<file path="src/hw/ssrl_defs.vh">
`ifndef SSRL_DEFS_VH
`define SSRL_DEFS_VH
// Register word indices on the Avalon slave
`define SSRL_REG_CTRL 4'h0
`define SSRL_REG_MAG_LIM 4'h1
`define SSRL_REG_FREQ_LIM 4'h2
`define SSRL_REG_PHASE_LIM 4'h3
`define SSRL_REG_CLOSE_TIME 4'h4
`define SSRL_REG_RATIO 4'h5
`define SSRL_REG_ANGLE_CORR 4'h6
`define SSRL_REG_LIVE_LVL 4'h7
`define SSRL_REG_DEAD_LVL 4'h8
`define SSRL_REG_STATUS 4'h9
`define SSRL_REG_MEAS_MAG 4'ha
`define SSRL_REG_MEAS_ANG 4'hb
// Control register field positions
`define SSRL_CTRL_ENABLE 0
`define SSRL_CTRL_MODE 1
`define SSRL_CTRL_XFMR 2
`define SSRL_CTRL_LIVE_BUS_DEAD_LINE 3
`define SSRL_CTRL_DEAD_BUS_LIVE_LINE 4
`define SSRL_CTRL_DEAD_BUS_DEAD_LINE 5
`define SSRL_CTRL_REF_LO 6
`define SSRL_CTRL_REF_HI 7
// Reset values
`define SSRL_RST_CTRL 8'h00
`define SSRL_RST_MAG_LIM 16'h0064
`define SSRL_RST_FREQ_LIM 16'h00c8
`define SSRL_RST_PHASE_LIM 16'h0064
`define SSRL_RST_CLOSE_TIME 16'h0032
`define SSRL_RST_RATIO 16'h1000
`define SSRL_RST_ANGLE_CORR 16'h0000
`define SSRL_RST_LIVE_LVL 16'h0320
`define SSRL_RST_DEAD_LVL 16'h0190
// Angle scale, tenths of a degree
`define SSRL_ANG_FULL 18'h00e10
`define SSRL_ANG_HALF 18'h00708
// Ratio fraction bits, lead scale (0.0036 as 236 / 2^16)
`define SSRL_RATIO_SHIFT 12
`define SSRL_LEAD_MULT 9'h0ec
`define SSRL_LEAD_SHIFT 16
`endif

</file>
<file path="src/hw/ssrl_xfmr_comp.v">
`timescale 1ns/10ps
`include "ssrl_defs.vh"
module ssrl_xfmr_comp (
  input wire clk,
  input wire reset,
  input wire in_valid,
  input wire enable,
  input wire [15:0] mag,
  input wire [15:0] ang,
  input wire [15:0] ratio,
  input wire [15:0] corr,
  output reg out_valid_r,
  output reg [15:0] mag_r,
  output reg [15:0] ang_r
);
  // Amplitude scaled by line/bus ratio, saturated
  wire [31:0] prod = mag * ratio;
  wire [19:0] scaled = prod[31:`SSRL_RATIO_SHIFT];
  wire [15:0] mag_c = (|scaled[19:16]) ? 16'hffff : scaled[15:0];
  // Angle moved back by the correction, kept in one turn
  wire signed [17:0] a0 = $signed({2'b00, ang}) - $signed({{2{corr[15]}}, corr});
  wire signed [17:0] a1 = (a0 < 18'sh00000) ? a0 + $signed(`SSRL_ANG_FULL) :
                          (a0 >= $signed(`SSRL_ANG_FULL)) ? a0 - $signed(`SSRL_ANG_FULL) : a0;

  // Registered corrected line phasor
  always @(posedge clk or posedge reset) begin
    if (reset) begin
      out_valid_r <= 1'b0;
      mag_r <= 16'h0000;
      ang_r <= 16'h0000;
    end else begin
      out_valid_r <= in_valid;
      if (in_valid) begin
        mag_r <= enable ? mag_c : mag;
        ang_r <= enable ? a1[15:0] : ang;
      end
    end
  end
endmodule

</file>
<file path="src/hw/ssrl_lead_angle.v">
`timescale 1ns/10ps
`include "ssrl_defs.vh"
module ssrl_lead_angle (
  input wire clk,
  input wire reset,
  input wire in_valid,
  input wire enable,
  input wire [16:0] freq_diff,
  input wire [15:0] close_time,
  output reg out_valid_r,
  output reg [17:0] advance_r
);
  // Angle travelled during closing: slip(mHz) * t(ms) * 0.0036 tenths of a degree
  wire signed [33:0] p1 = $signed(freq_diff) * $signed({1'b0, close_time});
  wire signed [43:0] p2 = p1 * $signed({1'b0, `SSRL_LEAD_MULT});
  wire signed [27:0] p3 = p2[43:`SSRL_LEAD_SHIFT];
  wire signed [27:0] half = $signed({10'h000, `SSRL_ANG_HALF});
  wire signed [27:0] sat = (p3 > half) ? half : (p3 < -half) ? -half : p3;

  // Registered advance, zero when no lead is wanted
  always @(posedge clk or posedge reset) begin
    if (reset) begin
      out_valid_r <= 1'b0;
      advance_r <= 18'h00000;
    end else begin
      out_valid_r <= in_valid;
      if (in_valid) begin
        advance_r <= enable ? sat[17:0] : 18'h00000;
      end
    end
  end
endmodule

</file>
<file path="src/hw/ssrl_sync_release.v">
`timescale 1ns/10ps
`include "ssrl_defs.vh"
module ssrl_sync_release #(
  parameter AW = 4
) (
  input wire clk,
  input wire reset,
  input wire [AW-1:0] avs_address,
  input wire avs_read,
  input wire avs_write,
  input wire [31:0] avs_writedata,
  input wire [3:0] avs_byteenable,
  output wire [31:0] avs_readdata,
  output wire avs_waitrequest,
  input wire sample_valid,
  input wire [15:0] bus_phase_one_voltage,
  input wire [15:0] bus_phase_one_angle,
  input wire [15:0] bus_phase_two_voltage,
  input wire [15:0] bus_phase_two_angle,
  input wire [15:0] bus_phase_three_voltage,
  input wire [15:0] bus_phase_three_angle,
  input wire [15:0] bus_frequency,
  input wire [15:0] line_side_voltage,
  input wire [15:0] line_side_angle,
  input wire [15:0] line_frequency,
  input wire sync_bypass_in,
  output reg synchronous_systems_r,
  output reg close_release_r,
  output reg check_overridden_r
);
  reg [7:0] ctrl_r;
  reg [15:0] mag_lim_r;
  reg [15:0] freq_lim_r;
  reg [15:0] ph_lim_r;
  reg [15:0] close_t_r;
  reg [15:0] ratio_r;
  reg [15:0] corr_r;
  reg [15:0] live_lvl_r;
  reg [15:0] dead_lvl_r;
  reg [31:0] rdata_r;
  reg wait_r;
  reg [31:0] rd_nxt;
  reg byp_s1_r;
  reg byp_s2_r;
  reg [15:0] bus_mag_r;
  reg [15:0] bus_ang_r;
  reg [15:0] bfreq_r;
  reg [15:0] lfreq_r;
  reg bus_live_r;
  reg bus_dead_r;
  reg line_live_r;
  reg line_dead_r;
  reg v1_r;
  reg [15:0] magd_r;
  reg [16:0] fd_r;
  reg [17:0] ad_r;
  reg [15:0] magd2_r;
  reg [16:0] fabs2_r;
  reg [17:0] ad2_r;
  reg mag_ok_r;
  reg freq_ok_r;
  reg ph_ok_r;
  reg [17:0] pa_r;
  reg [15:0] sel_mag;
  reg [15:0] sel_ang;
  wire xv;
  wire [15:0] lmag_c;
  wire [15:0] lang_c;
  wire lv;
  wire [17:0] adv;
  wire [17:0] pa_nxt;
  wire ovr_nxt;

  // Byte-lane merge of a 16-bit register
  function [15:0] merge16;
    input [15:0] old;
    input [31:0] wd;
    input [3:0] be;
    begin
      merge16 = {be[1] ? wd[15:8] : old[15:8], be[0] ? wd[7:0] : old[7:0]};
    end
  endfunction

  // Unsigned magnitude difference
  function [15:0] absdiff;
    input [15:0] a;
    input [15:0] b;
    begin
      absdiff = (a >= b) ? a - b : b - a;
    end
  endfunction

  // Magnitude of a signed value
  function [16:0] abs18;
    input [17:0] v;
    reg [17:0] t;
    begin
      t = v[17] ? (~v + 18'h00001) : v;
      abs18 = t[16:0];
    end
  endfunction

  // Signed angle folded into one half-turn each way
  function [17:0] wrap_ang;
    input [17:0] a;
    begin
      if ($signed(a) >= $signed(`SSRL_ANG_HALF))
        wrap_ang = a - `SSRL_ANG_FULL;
      else if ($signed(a) < -$signed(`SSRL_ANG_HALF))
        wrap_ang = a + `SSRL_ANG_FULL;
      else
        wrap_ang = a;
    end
  endfunction

  assign avs_readdata = rdata_r;
  assign avs_waitrequest = wait_r;

  // Read multiplexer, unmapped words read zero
  always @* begin
    rd_nxt = 32'h00000000;
    if (avs_address == `SSRL_REG_CTRL)
      rd_nxt = {24'h000000, ctrl_r};
    else if (avs_address == `SSRL_REG_MAG_LIM)
      rd_nxt = {16'h0000, mag_lim_r};
    else if (avs_address == `SSRL_REG_FREQ_LIM)
      rd_nxt = {16'h0000, freq_lim_r};
    else if (avs_address == `SSRL_REG_PHASE_LIM)
      rd_nxt = {16'h0000, ph_lim_r};
    else if (avs_address == `SSRL_REG_CLOSE_TIME)
      rd_nxt = {16'h0000, close_t_r};
    else if (avs_address == `SSRL_REG_RATIO)
      rd_nxt = {16'h0000, ratio_r};
    else if (avs_address == `SSRL_REG_ANGLE_CORR)
      rd_nxt = {16'h0000, corr_r};
    else if (avs_address == `SSRL_REG_LIVE_LVL)
      rd_nxt = {16'h0000, live_lvl_r};
    else if (avs_address == `SSRL_REG_DEAD_LVL)
      rd_nxt = {16'h0000, dead_lvl_r};
    else if (avs_address == `SSRL_REG_STATUS)
      rd_nxt = {22'h000000, byp_s2_r, line_dead_r, line_live_r, bus_dead_r, bus_live_r,
                ph_ok_r, freq_ok_r, mag_ok_r, close_release_r, synchronous_systems_r};
    else if (avs_address == `SSRL_REG_MEAS_MAG)
      rd_nxt = {16'h0000, magd_r};
    else if (avs_address == `SSRL_REG_MEAS_ANG)
      rd_nxt = {{14{pa_r[17]}}, pa_r};
  end

  // Avalon slave: one wait cycle, write lands when waitrequest is low
  always @(posedge clk or posedge reset) begin
    if (reset) begin
      wait_r <= 1'b1;
      rdata_r <= 32'h00000000;
      ctrl_r <= `SSRL_RST_CTRL;
      mag_lim_r <= `SSRL_RST_MAG_LIM;
      freq_lim_r <= `SSRL_RST_FREQ_LIM;
      ph_lim_r <= `SSRL_RST_PHASE_LIM;
      close_t_r <= `SSRL_RST_CLOSE_TIME;
      ratio_r <= `SSRL_RST_RATIO;
      corr_r <= `SSRL_RST_ANGLE_CORR;
      live_lvl_r <= `SSRL_RST_LIVE_LVL;
      dead_lvl_r <= `SSRL_RST_DEAD_LVL;
    end else if ((avs_read || avs_write) && wait_r) begin
      wait_r <= 1'b0;
      // Only a read reloads the data word, so it holds across writes
      if (avs_read)
        rdata_r <= rd_nxt;
    end else if (!wait_r) begin
      wait_r <= 1'b1;
      if (avs_write) begin
        if (avs_address == `SSRL_REG_CTRL && avs_byteenable[0])
          ctrl_r <= avs_writedata[7:0];
        else if (avs_address == `SSRL_REG_MAG_LIM)
          mag_lim_r <= merge16(mag_lim_r, avs_writedata, avs_byteenable);
        else if (avs_address == `SSRL_REG_FREQ_LIM)
          freq_lim_r <= merge16(freq_lim_r, avs_writedata, avs_byteenable);
        else if (avs_address == `SSRL_REG_PHASE_LIM)
          ph_lim_r <= merge16(ph_lim_r, avs_writedata, avs_byteenable);
        else if (avs_address == `SSRL_REG_CLOSE_TIME)
          close_t_r <= merge16(close_t_r, avs_writedata, avs_byteenable);
        else if (avs_address == `SSRL_REG_RATIO)
          ratio_r <= merge16(ratio_r, avs_writedata, avs_byteenable);
        else if (avs_address == `SSRL_REG_ANGLE_CORR)
          corr_r <= merge16(corr_r, avs_writedata, avs_byteenable);
        else if (avs_address == `SSRL_REG_LIVE_LVL)
          live_lvl_r <= merge16(live_lvl_r, avs_writedata, avs_byteenable);
        else if (avs_address == `SSRL_REG_DEAD_LVL)
          dead_lvl_r <= merge16(dead_lvl_r, avs_writedata, avs_byteenable);
      end
    end
  end

  always @* begin
    case (ctrl_r[`SSRL_CTRL_REF_HI:`SSRL_CTRL_REF_LO])
      2'h1: begin
        sel_mag = bus_phase_two_voltage;
        sel_ang = bus_phase_two_angle;
      end
      2'h2: begin
        sel_mag = bus_phase_three_voltage;
        sel_ang = bus_phase_three_angle;
      end
      default: begin
        sel_mag = bus_phase_one_voltage;
        sel_ang = bus_phase_one_angle;
      end
    endcase
  end

  // Bypass pin synchroniser
  always @(posedge clk or posedge reset) begin
    if (reset) begin
      byp_s1_r <= 1'b0;
      byp_s2_r <= 1'b0;
    end else begin
      byp_s1_r <= sync_bypass_in;
      byp_s2_r <= byp_s1_r;
    end
  end

  // Stage 0: bus sample and live/dead levels
  always @(posedge clk or posedge reset) begin
    if (reset) begin
      bus_mag_r <= 16'h0000;
      bus_ang_r <= 16'h0000;
      bfreq_r <= 16'h0000;
      lfreq_r <= 16'h0000;
      bus_live_r <= 1'b0;
      bus_dead_r <= 1'b0;
      line_live_r <= 1'b0;
      line_dead_r <= 1'b0;
    end else if (sample_valid) begin
      bus_mag_r <= sel_mag;
      bus_ang_r <= sel_ang;
      bfreq_r <= bus_frequency;
      lfreq_r <= line_frequency;
      bus_live_r <= sel_mag >= live_lvl_r;
      bus_dead_r <= sel_mag < dead_lvl_r;
      line_live_r <= line_side_voltage >= live_lvl_r;
      line_dead_r <= line_side_voltage < dead_lvl_r;
    end
  end

  // line corrected by ratio and angle
  ssrl_xfmr_comp u_xfmr (
    .clk(clk),
    .reset(reset),
    .in_valid(sample_valid),
    .enable(ctrl_r[`SSRL_CTRL_XFMR]),
    .mag(line_side_voltage),
    .ang(line_side_angle),
    .ratio(ratio_r),
    .corr(corr_r),
    .out_valid_r(xv),
    .mag_r(lmag_c),
    .ang_r(lang_c)
  );

  // Stage 1: raw differences
  always @(posedge clk or posedge reset) begin
    if (reset) begin
      v1_r <= 1'b0;
      magd_r <= 16'h0000;
      fd_r <= 17'h00000;
      ad_r <= 18'h00000;
    end else begin
      v1_r <= xv;
      if (xv) begin
        magd_r <= absdiff(bus_mag_r, lmag_c);
        fd_r <= {1'b0, bfreq_r} - {1'b0, lfreq_r};
        ad_r <= wrap_ang({2'b00, bus_ang_r} - {2'b00, lang_c});
      end
    end
  end

  ssrl_lead_angle u_lead (
    .clk(clk),
    .reset(reset),
    .in_valid(v1_r),
    .enable(ctrl_r[`SSRL_CTRL_MODE]),
    .freq_diff(fd_r),
    .close_time(close_t_r),
    .out_valid_r(lv),
    .advance_r(adv)
  );

  // Stage 2: differences held beside the lead
  always @(posedge clk or posedge reset) begin
    if (reset) begin
      magd2_r <= 16'h0000;
      fabs2_r <= 17'h00000;
      ad2_r <= 18'h00000;
    end else if (v1_r) begin
      magd2_r <= magd_r;
      fabs2_r <= abs18({fd_r[16], fd_r});
      ad2_r <= ad_r;
    end
  end

  assign pa_nxt = wrap_ang(ad2_r + adv);

  always @(posedge clk or posedge reset) begin
    if (reset) begin
      mag_ok_r <= 1'b0;
      freq_ok_r <= 1'b0;
      ph_ok_r <= 1'b0;
      pa_r <= 18'h00000;
      synchronous_systems_r <= 1'b0;
    end else if (lv) begin
      mag_ok_r <= magd2_r <= mag_lim_r;
      freq_ok_r <= fabs2_r <= {1'b0, freq_lim_r};
      ph_ok_r <= abs18(pa_nxt) <= {1'b0, ph_lim_r};
      pa_r <= pa_nxt;
      synchronous_systems_r <= (magd2_r <= mag_lim_r) && (fabs2_r <= {1'b0, freq_lim_r}) &&
                               (abs18(pa_nxt) <= {1'b0, ph_lim_r});
    end
  end

  assign ovr_nxt = (ctrl_r[`SSRL_CTRL_LIVE_BUS_DEAD_LINE] && bus_live_r && line_dead_r) ||
                   (ctrl_r[`SSRL_CTRL_DEAD_BUS_LIVE_LINE] && bus_dead_r && line_live_r) ||
                   (ctrl_r[`SSRL_CTRL_DEAD_BUS_DEAD_LINE] && bus_dead_r && line_dead_r);

  // release from sync, override or bypass
  always @(posedge clk or posedge reset) begin
    if (reset) begin
      close_release_r <= 1'b0;
      check_overridden_r <= 1'b0;
    end else begin
      check_overridden_r <= ovr_nxt;
      close_release_r <= ctrl_r[`SSRL_CTRL_ENABLE] && (synchronous_systems_r || ovr_nxt || byp_s2_r);
    end
  end
endmodule

</file>
<file path="config.mk">
export PLATFORM = sky130hd
export DESIGN_NAME = ssrl_sync_release
export DESIGN_NICKNAME = d
export VERILOG_FILES = /design/src/hw/ssrl_xfmr_comp.v /design/src/hw/ssrl_lead_angle.v /design/src/hw/ssrl_sync_release.v
export VERILOG_INCLUDE_DIRS = /design/src /design/src/hw
export SDC_FILE = /design/constraint.sdc
export NUM_CORES = 2
export LEC_CHECK = 0
export BUFFER_PORTS_ARGS = -buffer_cell sky130_fd_sc_hd__buf_2
export CAP_MARGIN = 20
export CORE_AREA = 2 2 366 368
export DETAILED_ROUTE_END_ITERATION = 10
export DIE_AREA = 0 0 368 370
export MAX_ROUTING_LAYER = met4
export SLEW_MARGIN = 20
export SYNTH_ARGS = -nofsm -noshare
export SYNTH_HDL_FRONTEND = slang
export SYNTH_HIERARCHICAL = 1
export SYNTH_SLANG_ARGS = --single-unit
</file>
<file path="constraint.sdc">
create_clock -name clk -period 19 [get_ports clk]
set_clock_uncertainty 0.05 [all_clocks]
set_input_delay 1.9 -clock clk [delete_from_list [all_inputs] [get_ports clk]]
set_output_delay 1.9 -clock clk [all_outputs]
set_load 0.01 [all_outputs]
</file>
==> results.md <==
- Placed cell area: about 55000 µm²
- Most frequent cells in the layout: 937 x inv_1, 595 x nand2_1, 573 x fa_1
- Synth-to-Final Area Change: 8.28%
- Place WS: between 6 and 7 ns
- Vias: 41707
- TritonCTS clock tree: yes
- Compound-Gate Fraction of Synth Area: 0.141
- Max Slew Vio Count: 0
- Vias per cell: between 5 and 6
- Vias in the first global route: ~43000
- Simple-Gate Fraction of Synth Area: 0.143
- Syn_nets: a little over 7000
- WL/cell: roughly 20 µm
- Avg Inst Size Synth: between 9 and 10 µm²
- Synth async-reset ratio: 1.00
- H-tree Lvls: 2
- Synth area leader: fa_1
- TritonCTS sink count: ~400
- Pre-antenna DRT Iters: 5
- WP buf/inv: 6
- Ys Warns: 6
- Longest Clk Path Bufs: 3
- Worst Slack Setup Final: between 6 and 7 ns
- Nets: about 7200
- DRT antenna net count: 0
- Sequential area share after synthesis: 0.193
- Final TNS setup: 0 ns
- Post-Synth Adder-Cell Area: 0.341
- Kind of critical path: flip-flop to flip-flop
- Area share of the largest cell type after synthesis: 0.219
- GRT Total Usage: 0.236
- CP max-delay cell: dfrtp_1
- Outcome: finished clean
- Gr ovfl total: 0
- Floorplan row count: ~130
- Most Frequent Cell on Critical Path: fa_1
- Worst setup EP type: flip-flop
- # fillers: 13201
- Share of cells above drive strength 1: 0.116
- Starting Density: 0.396
- Post_cts resized: 0
- Fin crit period: around 13 ns
- Most common cell after layout, fill and taps aside: inv_1
- CP Data Arrival Time: about 13 ns
- Yosys reg bits: ~400
- Post-route cell area: around 57000 µm²
- Netlist cell types: 117
- GPL Wtd Cong: 0.950
- Total CTS buffers: 48
- Clk slew on worst S/H paths: about 0.06 ns
- Initial antenna violation count: 9
- Area contributors post-synth: fa_1 22%, dfrtp_1 18%, ha_1 12%, inv_1 6.7%, mux2_2 4.8%
- Worst-Margin Slew: between 1 and 1.5 ns
- Largest family of logic cells by synthesized area: adder cells
- Clk root buf: clkbuf_16
- First-pass GRT wire length: approximately 240000 µm
- Max cap viols: 0
- RSZ-0062 raised after global routing: false
- Drt drc: 0
- Die Width: approximately 370 µm
- Hold Crit Class: flip-flop to flip-flop
- Ports: 242
- Fin. Hold Viols: 0
- CORE AREA: 132000 µm²
- Delay-heaviest family, CP: adder cells
- Post-synth EDFFs: 0
- Routed WL: between 150000 and 200000 µm
- Critical path fanouts, max: 22
- First-iteration detailed-routing DRC count: around 2900
- Highest Clock Rate: slightly below 80 MHz
- Largest stage delay on the critical path: 1.00 ns
- Top FF cell, synth: dfrtp_1
- Post-CTS Setup Repair Bufs: 0
- CP Launch Type: flip-flop
- Max_slew headroom: 0.267
- Clk Latency, worst-skew pair: 0.64 ns
- Hold buffer count at CTS: 0
- CP required: 19.43 ns
- Die area: ~140000 µm²
- Final period utilization: 0.677
- HPWL after DPL: 122000 µm
- Fraction of synthesized area in multiplexers: 0.0629
- Post-Syn Area: between 50000 and 60000 µm²
- Synth Area in XOR/XNOR: 0.0326
- Die Y: 370 µm
- Setup violators final: 0
- Buffers on Ports: between 200 and 250
- Largest net degree at the start of global routing: around 110
- Syn Inst Count: about 5800
[per-layer routing]
layer	vias to the layer above	part of all wire	wire length, µm	global-route usage
met5	-	0	0	-
met4	0	0.036	5620	0.0777
met3	242	0.058	9050	0.0302
met2	1344	0.47	72700	0.379
met1	20728	0.44	68000	0.308
li1	19393	-	-	-
[metrics by stage]
stage | instances | hold slack (ns) | util
2_1_floorplan | 5782 | 0.281 | -
4_1_cts | 7665 | 0.304 | 0.429
5_1_grt | 7671 | 0.307 | 0.429
3_5_place_dp | 7576 | 0.289 | 0.416
3_3_place_gp | 7576 | 0.286 | 0.416
6_report | 7672 | 0.304 | 0.429
[kinds of logic after synthesis]
group                      Yosys count
muxes                              282
DFF                                404
and+or+nand+nor                   1526
buffers and inverters             1177
adders and majority gates         1086
xor gates and xnor gates           194
AOI/OAI and AO/OA                 1113
[path summary, 6_finish.rpt]
| check | start | end | slack (ns) | depth (start not counted) |
|---|---|---|---|---|
| min in group asynchronous | reset | ad_r[16] | 1.41 | 2 |
| min | byp_s1_r | byp_s2_r | 0.30 | 0 |
| max reg2reg | fd_r[10] | u_lead/advance_r[7] | 6.14 | 38 |
| max | fd_r[10] | u_lead/advance_r[7] | 6.14 | 38 |
| max in group asynchronous | reset | ph_lim_r[13] | 15.38 | 4 |
| min reg2reg | byp_s1_r | byp_s2_r | 0.30 | 0 |
[sequential cells by signal, indices dropped and copies added, names as in the netlist, 16 cells and up]
register,count
ratio_r,16
fd_r,17
bfreq_r,16
pa_r,18
u_xfmr/ang_r,16
bus_mag_r,16
fabs2_r,17
ad_r,18
close_t_r,16
u_lead/advance_r,18
magd2_r,16
ad2_r,18
corr_r,16
dead_lvl_r,16
live_lvl_r,16
u_xfmr/mag_r,16
magd_r,16
mag_lim_r,16
avs_readdata,18
lfreq_r,16
bus_ang_r,16
ph_lim_r,16
freq_lim_r,16
[synthesized netlist by cell type, drive strengths merged, types with 10 or more instances]
cell type  count
nor2         222
buf           44
nand3b        11
nand2        597
and2         268
o31ai         27
xnor2        116
a2111oi       15
or3           27
inv          938
o2111ai       13
a221oi        18
dfstp         20
nor2b         53
a211oi        44
nor4          17
nor3          62
mux2i         42
mux2         224
a21o          92
and4          13
nand2b        50
dfrtp        384
a22oi         54
o21bai        24
ha           513
or2           17
and3          22
nand3         81
o211a         11
clkbuf       194
o21ai        284
a21boi        22
a211o         13
o22ai         35
nand4         52
o21a          39
a31oi         36
xor2          77
mux4          16
o211ai        24
o41ai         13
fa           573
a21oi        260
o311ai        10
[cell type report]
class	count	area, µm²	share of cell area
Antenna cell	7	17.5	0.000308
Clock buffer	64	1330	0.0234
Clock inverter	25	319	0.00561
Inverter	939	3530	0.0622
Multi-Input combinational cell	4201	37800	0.666
Sequential cell	404	10100	0.178
Tap cell	1768	2210	0.0389
Timing Repair Buffer	264	1430	0.0251
[worst reg2reg max path: cells and delay by family, from the launching register on]
| family | cells | cell delay, ns |
|---|---|---|
| AOI/OAI and AO/OA | 15 | 4.04 |
| xor gates and xnor gates | 1 | 0.54 |
| adders and majority gates | 12 | 5.53 |
| buffers and inverters | 6 | 0.33 |
| DFF | 1 | 1.00 |
| and+or+nand+nor | 4 | 1.25 |
Power is not shown: default switching activity piles up to over one toggle a cycle in this logic, so the estimate is an artifact.
